## src/hw/swr_params.svh

```systemverilog
// Register offsets, field positions, reset values and timing counts of the sleep and free-running timers
`ifndef SWR_PARAMS_SVH
`define SWR_PARAMS_SVH

// ----------------------------------------------------------------
// Register byte offsets
// ----------------------------------------------------------------
`define SWR_OFF_SLEEP_COUNT 12'h020
`define SWR_OFF_SLEEP_CMP 12'h024
`define SWR_OFF_FREE_COUNT 12'h028
`define SWR_OFF_CTRL 12'h040
`define SWR_OFF_STATUS 12'h044
`define SWR_OFF_MASK 12'h048

// ----------------------------------------------------------------
// Control fields
// ----------------------------------------------------------------
`define SWR_CTRL_SLOW_XTAL 0
`define SWR_CTRL_WAKE_EN 1
`define SWR_CTRL_FREE_EN 2
`define SWR_CTRL_FREE_XTAL 3
`define SWR_CTRL_W 4

// ----------------------------------------------------------------
// Status and mask fields
// ----------------------------------------------------------------
`define SWR_ST_SYNC 0
`define SWR_ST_HIB_WAKE 1
`define SWR_ST_TIMER 2
`define SWR_ST_W 3

// ----------------------------------------------------------------
// Tick sources and reset values
// ----------------------------------------------------------------
`define SWR_SRC_RING 0
`define SWR_SRC_XTAL 1
`define SWR_SRC_REF 2
`define SWR_SRC_N 3
`define SWR_REF_DIV 128
`define SWR_RST_WORD 32'h0000_0000
`define SWR_RST_CTRL 4'h0
`define SWR_RST_ST 3'h0

// ----------------------------------------------------------------
// Timing counts
// ----------------------------------------------------------------
`define SWR_WAKE_TICKS 4

`endif

```

## src/hw/swr_pkg.sv

```systemverilog
// Types shared by the sleep and free-running timer block
`default_nettype none

package swr_pkg;

	// Sleep sequence states, Gray coded along the normal path
	typedef enum logic [1:0] {
		st_awake = 2'b00,
		st_entry = 2'b01,
		st_asleep = 2'b11,
		st_waking = 2'b10
	} swr_state_e;

	typedef logic [31:0] swr_word_t;

endpackage

`default_nettype wire

```

## src/hw/swr_tick_sync.sv

```systemverilog
// Synchronisers and rising-edge tick detectors for the slow clock inputs
`timescale 1ns/1ps
`default_nettype none

module swr_tick_sync #(
	parameter int N = 3
) (
	// Clock and reset
	input wire logic pclk,
	input wire logic presetn,
	// Slow clock levels and their edge pulses
	input wire logic [N-1:0] slow_in,
	output logic [N-1:0] tick
);

	// Refuse an empty source list at elaboration
	if (N < 1) begin : g_bad_n
		$error("swr_tick_sync: N must be at least 1");
	end

	genvar g;
	generate
		for (g = 0; g < N; g++) begin : g_src
			logic meta_r, sync_r, prev_r;
			logic meta_nxt, sync_nxt, prev_nxt;

			always_comb begin
				meta_nxt = slow_in[g];
				sync_nxt = meta_r;
				prev_nxt = sync_r;
			end

			always_ff @(posedge pclk or negedge presetn) begin
				if (!presetn) begin
					meta_r <= 1'b0;
					sync_r <= 1'b0;
					prev_r <= 1'b0;
				end else begin
					meta_r <= meta_nxt;
					sync_r <= sync_nxt;
					prev_r <= prev_nxt;
				end
			end

			// One pclk pulse per rising edge of the slow clock
			assign tick[g] = sync_r & ~prev_r;
		end
	endgenerate

endmodule

`default_nettype wire

```

## src/hw/swr_sleep_timers.sv

```systemverilog
// Wake-up sleep timer and free-running counter with APB register access
//
// Functional notes
// - Sleep entry clears the sleep counter, which then counts sleep-clock ticks.
// - Sleep counter is 32 bits, read-only, zero after reset.
// - Compare contents are kept unchanged through sleep; counter contents are kept while it counts.
// - Sleep clock is ring, crystal (select bit) or reference divided by 128.
// - Hibernate uses ring or crystal; doze uses reference divided by 128.
// - 32-bit read-write compare register, zero at reset, sets sleep duration.
// - Wake-up takes further sleep-clock ticks after the compare point.
// - Free-running 32-bit up-counter from zero, wrapping after all ones.
// - Free-running counter advances only while ring or crystal clock is enabled.
// - Free-running counter is read-only, software cannot clear or load it.
// - No compensation when the free-running clock source switches.
// - Sync flag sets at sleep start and at wake point; clearing it after sleep start freezes clocks.
// - Hibernate wake flag sets only with timer wake enable; write one clears.
//
// Chosen here: the APB interface to the registers.
`timescale 1ns/1ps
`default_nettype none
`include "swr_params.svh"

module swr_sleep_timers
	import swr_pkg::*;
#(
	parameter int WAKE_TICKS = `SWR_WAKE_TICKS
) (
	// Clock and reset
	input wire logic pclk,
	input wire logic presetn,
	// APB slave
	input wire logic psel,
	input wire logic penable,
	input wire logic pwrite,
	input wire logic [11:0] paddr,
	input wire logic [31:0] pwdata,
	output logic [31:0] prdata,
	output logic pready,
	output logic pslverr,
	// Slow clocks from pins
	input wire logic ring_2k_clk,
	input wire logic xtal_32k_clk,
	input wire logic ref_div_clk,
	// Power sequencing, one-cycle requests
	input wire logic hib_req,
	input wire logic doze_req,
	// Status toward the system
	output logic clk_freeze,
	output logic irq
);

	// Wake tick counter is four bits wide
	if (WAKE_TICKS < 1 || WAKE_TICKS > 15) begin : g_bad_wake
		$error("swr_sleep_timers: WAKE_TICKS must be 1 to 15");
	end

	// ----------------------------------------------------------------
	// Slow clock ticks
	// ----------------------------------------------------------------
	logic [`SWR_SRC_N-1:0] tick;

	swr_tick_sync #(
		.N(`SWR_SRC_N)
	) u_sync (
		.pclk(pclk),
		.presetn(presetn),
		.slow_in({ref_div_clk, xtal_32k_clk, ring_2k_clk}),
		.tick(tick)
	);

	// ----------------------------------------------------------------
	// State
	// ----------------------------------------------------------------
	swr_state_e state_r, state_nxt;
	swr_word_t wcnt_r, wcnt_nxt;
	swr_word_t cmp_r, cmp_nxt;
	swr_word_t rtc_r, rtc_nxt;
	swr_word_t prdata_r, prdata_nxt;
	logic [`SWR_CTRL_W-1:0] ctrl_r, ctrl_nxt;
	logic [`SWR_ST_W-1:0] stat_r, stat_nxt;
	logic [`SWR_ST_W-1:0] mask_r, mask_nxt;
	logic [3:0] wake_cnt_r, wake_cnt_nxt;
	logic doze_r, doze_nxt;
	logic freeze_r, freeze_nxt;

	// ----------------------------------------------------------------
	// Bus decode
	// ----------------------------------------------------------------
	logic acc, wr, rd_setup, hit;
	logic [`SWR_ST_W-1:0] w1c, st_set;
	logic enter, sleep_tick, rtc_tick;
	localparam logic [3:0] WAKE_LAST = 4'(WAKE_TICKS - 1);

	assign acc = psel & penable;
	assign wr = acc & pwrite;
	assign rd_setup = psel & ~penable & ~pwrite;
	assign hit = (paddr == `SWR_OFF_SLEEP_COUNT) || (paddr == `SWR_OFF_SLEEP_CMP) ||
		(paddr == `SWR_OFF_FREE_COUNT) || (paddr == `SWR_OFF_CTRL) ||
		(paddr == `SWR_OFF_STATUS) || (paddr == `SWR_OFF_MASK);
	assign pready = 1'b1;
	assign pslverr = acc & ~hit;
	assign prdata = prdata_r;
	assign w1c = (wr && paddr == `SWR_OFF_STATUS) ? pwdata[`SWR_ST_W-1:0] : `SWR_RST_ST;

	// Tick source per mode; doze input already carries the reference divided by SWR_REF_DIV
	assign sleep_tick = doze_r ? tick[`SWR_SRC_REF] :
		(ctrl_r[`SWR_CTRL_SLOW_XTAL] ? tick[`SWR_SRC_XTAL] : tick[`SWR_SRC_RING]);
	// Source switch simply changes which edges count
	assign rtc_tick = ctrl_r[`SWR_CTRL_FREE_EN] &
		(ctrl_r[`SWR_CTRL_FREE_XTAL] ? tick[`SWR_SRC_XTAL] : tick[`SWR_SRC_RING]);
	assign enter = (state_r == st_awake) & (hib_req | doze_req);

	// ----------------------------------------------------------------
	// Sleep sequence and wake-up counter
	// ----------------------------------------------------------------
	always_comb begin
		state_nxt = state_r;
		wcnt_nxt = wcnt_r;
		wake_cnt_nxt = wake_cnt_r;
		doze_nxt = doze_r;
		freeze_nxt = freeze_r;
		st_set = `SWR_RST_ST;
		case (state_r)
			st_awake: begin
				if (enter) begin
					wcnt_nxt = `SWR_RST_WORD;
					doze_nxt = doze_req;
					st_set[`SWR_ST_SYNC] = 1'b1;
					state_nxt = st_entry;
				end
			end
			st_entry: begin
				if (w1c[`SWR_ST_SYNC]) begin
					freeze_nxt = 1'b1;
					state_nxt = st_asleep;
				end
			end
			st_asleep: begin
				if (wcnt_r == cmp_r) begin
					st_set[`SWR_ST_TIMER] = 1'b1;
					st_set[`SWR_ST_HIB_WAKE] = ~doze_r & ctrl_r[`SWR_CTRL_WAKE_EN];
					wake_cnt_nxt = 4'h0;
					state_nxt = st_waking;
				end else if (sleep_tick) begin
					wcnt_nxt = 32'(wcnt_r + 32'h0000_0001);
				end
			end
			st_waking: begin
				if (sleep_tick) begin
					wcnt_nxt = 32'(wcnt_r + 32'h0000_0001);
					if (wake_cnt_r == WAKE_LAST) begin
						freeze_nxt = 1'b0;
						st_set[`SWR_ST_SYNC] = 1'b1;
						state_nxt = st_awake;
					end else begin
						wake_cnt_nxt = 4'(wake_cnt_r + 4'h1);
					end
				end
			end
			default: begin
				state_nxt = st_awake;
			end
		endcase
	end

	always_ff @(posedge pclk or negedge presetn) begin
		if (!presetn) begin
			state_r <= st_awake;
			wcnt_r <= `SWR_RST_WORD;
			wake_cnt_r <= 4'h0;
			doze_r <= 1'b0;
			freeze_r <= 1'b0;
		end else begin
			state_r <= state_nxt;
			wcnt_r <= wcnt_nxt;
			wake_cnt_r <= wake_cnt_nxt;
			doze_r <= doze_nxt;
			freeze_r <= freeze_nxt;
		end
	end

	// ----------------------------------------------------------------
	// Software registers, free-running counter and interrupt
	// ----------------------------------------------------------------
	always_comb begin
		cmp_nxt = cmp_r;
		ctrl_nxt = ctrl_r;
		mask_nxt = mask_r;
		prdata_nxt = prdata_r;
		// Free counter wraps naturally; no bus path reaches it
		rtc_nxt = rtc_tick ? 32'(rtc_r + 32'h0000_0001) : rtc_r;
		// Hardware set wins over the write-one clear
		stat_nxt = (stat_r & ~w1c) | st_set;
		if (wr && paddr == `SWR_OFF_SLEEP_CMP) begin
			cmp_nxt = pwdata;
		end
		if (wr && paddr == `SWR_OFF_CTRL) begin
			ctrl_nxt = pwdata[`SWR_CTRL_W-1:0];
		end
		if (wr && paddr == `SWR_OFF_MASK) begin
			mask_nxt = pwdata[`SWR_ST_W-1:0];
		end
		if (rd_setup) begin
			case (paddr)
				`SWR_OFF_SLEEP_COUNT: prdata_nxt = wcnt_r;
				`SWR_OFF_SLEEP_CMP: prdata_nxt = cmp_r;
				`SWR_OFF_FREE_COUNT: prdata_nxt = rtc_r;
				`SWR_OFF_CTRL: prdata_nxt = {28'h000_0000, ctrl_r};
				`SWR_OFF_STATUS: prdata_nxt = {29'h0000_0000, stat_r};
				`SWR_OFF_MASK: prdata_nxt = {29'h0000_0000, mask_r};
				default: prdata_nxt = `SWR_RST_WORD;
			endcase
		end
	end

	always_ff @(posedge pclk or negedge presetn) begin
		if (!presetn) begin
			cmp_r <= `SWR_RST_WORD;
			ctrl_r <= `SWR_RST_CTRL;
			mask_r <= `SWR_RST_ST;
			stat_r <= `SWR_RST_ST;
			rtc_r <= `SWR_RST_WORD;
			prdata_r <= `SWR_RST_WORD;
		end else begin
			cmp_r <= cmp_nxt;
			ctrl_r <= ctrl_nxt;
			mask_r <= mask_nxt;
			stat_r <= stat_nxt;
			rtc_r <= rtc_nxt;
			prdata_r <= prdata_nxt;
		end
	end

	assign irq = |(stat_r & mask_r);
	assign clk_freeze = freeze_r;
endmodule

`default_nettype wire

```

## config.mk

```make
export PLATFORM = sky130hd
export DESIGN_NAME = swr_sleep_timers
export DESIGN_NICKNAME = d
export VERILOG_FILES = /design/src/hw/swr_pkg.sv /design/src/hw/swr_tick_sync.sv /design/src/hw/swr_sleep_timers.sv
export VERILOG_INCLUDE_DIRS = /design/src /design/src/hw
export SDC_FILE = /design/constraint.sdc
export NUM_CORES = 1
export LEC_CHECK = 0
export ABC_AREA = 1
export BUFFER_PORTS_ARGS = -buffer_cell sky130_fd_sc_hd__buf_2
export CAP_MARGIN = 20
export CORE_MARGIN = 3
export CORE_UTILIZATION = 35
export DETAILED_ROUTE_END_ITERATION = 10
export SLEW_MARGIN = 15
export SYNTH_ARGS = -nofsm -noshare
export SYNTH_HDL_FRONTEND = slang
export SYNTH_SLANG_ARGS = --single-unit
```

## constraint.sdc

```tcl
create_clock -name pclk -period 1.4 [get_ports pclk]
set_input_delay 0.14 -clock pclk [delete_from_list [all_inputs] [get_ports pclk]]
set_output_delay 0.14 -clock pclk [all_outputs]
set_load 0.03 [all_outputs]
```

# Word level (Yosys, flattened, before mapping)
# Index checks and enable logic that the tools add are counted.
# classes
eq_ne,18
n_addsub,3
muxes,29
bitwise,23
reduce_logical,19
# ops
op,count
$pmux 32 s6,1
$mux 32,3
$pmux 32 s3,1
$add 32x1->32 const B,2
$eq 12x6->1 const B,3
$eq 12x7->1 const B,3
$eq 32x32->1,1
$mux 2,7
$ne 2x2->1 const B,7
$mux 4,3
$and 1x1->1,11
$mux 1,9
$pmux 2 s4,1
$pmux 4 s2,1
$reduce_and 4->1,2
$not 1->1,7
$and 3x3->3,2
$logic_or 1x1->1,5
$reduce_and 5->1,1
$add 4x1->4 const B,1
$eq 2x2->1 const B,2
$eq 4x2->1 const B,1
$logic_and 1x1->1,4
$pmux 1 s2,2
11 further kinds,12
# totals
wordCells,112
ff_bits,155

# Longest topological paths before layout
# logic_depth
ltp_word,8
mapped_depth,13

# Modules after synthesis
# Synthesis repeated with hierarchy kept, for this count alone.
# hier_totals
hier_cells,1174
area_unflattened_um2,8709.6
# by_module_without_submodules
module,area_each_um2,seq_area_each_um2,cells_each,instances
swr_sleep_timers,8454.4,3653.5,1159,1
swr_tick_sync,255.2,225.2,15,1

# Worst setup path before layout
# OpenSTA, ideal clock, no wires.
# synth_path
path_kind,register to register
from,reg wcnt_r[0]
to,reg wcnt_r[26]
n_path_buf,0
setup_ns,0.117
slack_ns,-0.163
t_required_ns,1.283
stages_incl_launch_ff,11
t_arrival_ns,1.447
path_cell_list,dfrtp_1 > ha_1 > nand3_1 > nor2_1 > nand2_1 > nor2_1 > nand2_1 > xor2_1 > nor2_1 > nand2_1 > nand2_1
# synth_between
elab_chain_cells,4
word_cells_on_any_way,7
cone_classes,add/sub: 1; eq/ne: 2; mux: 3; reduce/logical: 1
# synth_rtl
element,line_no,text
"start, declared",swr_sleep_timers.sv:75,"swr_word_t wcnt_r, wcnt_nxt;"
"start signal, assigned",swr_sleep_timers.sv:169,wcnt_r <= `SWR_RST_WORD;
"start signal, assigned",swr_sleep_timers.sv:175,wcnt_r <= wcnt_nxt;
$add 32x1->32,"swr_sleep_timers.sv:145, swr_sleep_timers.sv:150",
$mux 32,"swr_sleep_timers.sv:144, swr_sleep_timers.sv:149",
$mux 32,swr_sleep_timers.sv:139,if (wcnt_r == cmp_r) begin
$pmux 32 s3,swr_sleep_timers.sv:123,case (state_r)
# Parallel ways exist; a longest one is shown, timed or not. The select of a mux whose other input is x is not followed.
# A chain may end at the register's enable or synchronous reset.

# Final worst setup path
# layout_path
from,reg wcnt_r[17]
to,reg wcnt_r[14]
# layout_between
elab_chain_cells,3
# layout_rtl
element,line_no
$eq 32x32->1,swr_sleep_timers.sv:139
$ne 2x2->1 (no line),--
$reduce_and 3->1 (no line),--
# Every way passes these cells.

==> metrics.md <==
| Metric | Value |
|---|---|
| Syn Inst Count | 1093 |
| IO Pins | 90 |
| F_max | 0.566 GHz |
| Grt ovf | 0 |
| Fin crit period | 1.77 ns |
| Syn avg cell area | 7.93 um^2 |
| Netlist Area Pre-Place | 8670 um^2 |
| Max-Cap Viols | 0 |
| Crit Path Max Fanout | 8 |
| Core Util, Final | 0.562 |
| Critical path's largest stage delay | 0.42 ns |
| Worst hold path type | in2reg |
| Synth unique cells | 43 |
| Synth Warn # | 0 |
| Routed len/inst | 16.5 um |
| Sw Pwr | 0.00424 W |
| Synth Area in Simple Gates | 0.297 |
| DR vias | 8939 |
| Arr. time, crit path | 2.13 ns |
| Pre-CTS setup slack | -0.356 ns |
| Full die area | 26700 um^2 |
| CP endpoint kind | register |
| Switching share of total power | 0.318 |
| First-pass GRT wire length | 46100 um |
| Htree depth | 4 |
| Die height | 163 um |
| CTS max path bufs | 2 |
| Clk network pwr share | 0.342 |
| PwrDens | 994 nW/um^2 |
| Largest family of logic cells by synthesized area | simple AND/OR/NAND/NOR gates |
| Crit-path cells | xnor2_1 -> nand2_1 -> nor2_2 -> nand2_2 -> nor2_4 -> nand3_4 -> nand2_4 -> buf_6 -> buf_12 -> nand2_2 -> o21ai_1 |
| Routed WL | 29700 um |
| Final setup vio count | 64 |
| Sequential Power Share | 0.355 |
| CP most frequent cell | nand2_2 |
| N_diodes | 0 |
| Failing checks | negative setup slack |
| Met3 usage | 0.0327 |
| Status | finished, violations left |
| RSZ-0062 raised after global routing | yes |
| Hold_ws | 0.00302 ns |
| Family with the most delay on the worst path | simple AND/OR/NAND/NOR gates |
| CP Class | reg2reg |
| Starting Density | 0.363 |
| Combinational fraction of design power | 0.302 |
| Synthesized flop and latch total | 155 |
| Die X | 163 um |
| DP HPWL | 20800 um |
| Post-synthesis mux area share | 0.0364 |
| First DRT Iteration DRCs | 707 |
| Slowest CP cell | dfrtp_1 |
| Vias in the first global route | 8830 |
| CTS tree | yes |
| Largest net degree at the start of global routing | 36 |
| Met1 usage | 0.291 |
| Synth Area in Adders | 0.00433 |
| Met2 Use GR | 0.369 |
| Port bufs | 88 |
| Vias/cell | 4.98 |
| Setup Skew | 0.00777 ns |
| # rows | 56 |
| Clk sinks | 155 |
| P&R area growth vs syn | 55.0% |
| Final hold violations | 0 |
| Clock-pin slew on the worst setup and hold paths | 0.06 ns |
| GPL Wtd Cong | 0.921 |
| Antenna Nets Post-Route | 0 |
| Setup TNS | -18.27 ns |
| Period utilization | 1.26 |
| DRC violation count after routing | 0 |
| DRT Pass-1 Iters | 5 |
| Post-synthesis xor/xnor area fraction | 0.0677 |
| Pwr Total | 0.0134 W |
| Register area share after synthesis | 0.447 |
| Synth Net Count | 1150 |
| Synth Area in Compound Gates | 0.0753 |
| Share of cells above drive strength 1 | 0.421 |
| Clock buffer count from CTS | 17 |
| Core area | 23900 um^2 |
| Initial antenna violation count | 0 |
| Fin. max-slew vios | 0 |
| Layer with the highest usage | met2 |
| NumNets Final | 1523 |
| Element type at the critical path start | register |
| Peak VDD IR | 0.000916 V |
| Worst-Skew Late Latency | 0.43 ns |
| # fillers | 2003 |
| Pleak | 6.70 nW |
| Buf/Inv on CP | 2 |
| Power Internal | 0.00912 W |
| Total track usage | 0.220 |
| Root buffer cell | clkbuf_16 |
| Final worst slack | -0.367 ns |
| CP required | 1.76 ns |
## worst register-to-register path, cell delays in order (launching register included)
cell and delay [ns]:
dfrtp_1 0.42, xnor2_1 0.18, nand2_1 0.09, nor2_2 0.14, nand2_2 0.12, nor2_4 0.14
nand3_4 0.10, nand2_4 0.11, buf_6 0.14, buf_12 0.14, nand2_2 0.05, o21ai_1 0.07
## stage by stage
stage               std cells  area (um^2)
finish                   1796        13400
global route             1796        13400
CTS                      1770        12600
detailed placement       1681        11200
global placement         1681        11200
floorplan                1093         8770
## kinds of logic after synthesis
family                   count (synthesis)
XOR/XNOR                                67
AND/OR/NAND/NOR                        582
AO/OA/AOI/OAI                          107
adder cells (fa/ha/maj)                  3
other                                    1
flip-flops                             155
buffers and inverters                  150
multiplexers                            28
## cell usage after synthesis, drive strengths merged
master	instances	area share
a211oi	1	0.00087
a21oi	6	0.0035
a22o	8	0.0081
and3	2	0.0014
buf	26	0.018
clkbuf	12	0.0053
clkinv	1	0.00043
conb	1	0.00043
dfrtp	155	0.45
ha	3	0.0043
inv	111	0.048
mux2	28	0.036
nand2	329	0.15
nand3	74	0.046
nand3b	3	0.0026
nand4	22	0.016
nor2	110	0.055
nor3	35	0.024
nor3b	2	0.0017
nor4	1	0.00072
o211ai	6	0.0052
o21ai	60	0.035
o221ai	13	0.013
o22ai	11	0.0079
o311ai	1	0.0010
o32ai	1	0.0010
or2	4	0.0029
xnor2	22	0.022
xor2	45	0.045
## final timing paths
path	startpoint	to	slack [ns]	depth (start not counted)
hold reg to reg	u_sync.g_src[0].meta_r$_DFF_PN0_	u_sync.g_src[0].prev_nxt$_DFF_PN0_	0.35	0
setup / recovery	wcnt_r[17]$_DFFE_PN0P_	wcnt_r[14]$_DFFE_PN0P_	-0.37	11
min in group asynchronous	presetn	doze_r$_DFFE_PN0P_	0.18	2
setup reg to reg	wcnt_r[17]$_DFFE_PN0P_	wcnt_r[14]$_DFFE_PN0P_	-0.37	11
max in group asynchronous	presetn	rtc_r[20]$_DFFE_PN0P_	0.58	3
hold / removal	pwdata[15]	cmp_r[15]$_DFFE_PN0P_	0.003	2
## routing by layer
metal	routed length, um	vias to the layer above
li1	-	4297
met1	12500	4320
met2	14700	260
met3	1510	62
met4	969	0
met5	0	-
## layout by cell type (no fill, tap or decap), types with 9 or more instances in the layout
cell             n
buf_12          13
buf_2           86
buf_4          224
buf_6           30
clkbuf_16       20
dfrtp_1        146
dfrtp_2          9
dlygate4sd3_1   33
inv_1           89
inv_2           19
mux2_2          28
nand2_1        259
nand2_2         51
nand2_4         19
nand3_1         61
nand4_1         22
nor2_1          71
nor2_2          16
nor2_4          22
nor3_1          10
nor3_2          12
nor3_4          13
o21ai_0         32
o21ai_1         16
o21ai_2         11
o221ai_1        12
o22ai_1         11
xnor2_1         18
xor2_1          44
## timing repair
action	CTS	global route
gates cloned	2	4
setup buffers	27	31
hold buffers	33	0
pin swaps	33	62
endpoints found under the setup margin	68	73
endpoints found under the hold margin	169	0
gates resized for setup	100	158
## power groups by stage
| stage | clock network [W] | logic (W) | registers [W] |
|---|---|---|---|
| after CTS | 0.00462 | 0.00309 | 0.00474 |
| after global routing | 0.00483 | 0.00431 | 0.00476 |
| after floorplan | 0 | 0.00140 | 0.00485 |
| final | 0.00457 | 0.00404 | 0.00475 |
| after global placement | 0 | 0.00234 | 0.00481 |
| after detailed placement | 0 | 0.00238 | 0.00482 |
## cell type report
type,count,area [um^2],area share
sequential,155,3890,0.289
inverter,112,438,0.0326
clock buffer,19,443,0.0330
multi-input combinational,788,4960,0.369
timing repair buffer,392,3190,0.237
tap,319,399,0.0297
clock inverter,11,123,0.00912
## registers in the layout (all words and copies together), names as in the netlist
signal	cells
clk_freeze	1
cmp_r	32
ctrl_r	4
doze_r	1
mask_r	3
prdata	32
rtc_r	32
stat_r	3
state_r	2
u_sync.g_src.meta_r	3
u_sync.g_src.prev_nxt	3
u_sync.g_src.prev_r	3
wake_cnt_r	4
wcnt_r	32
(Power assumes the default switching activity.)
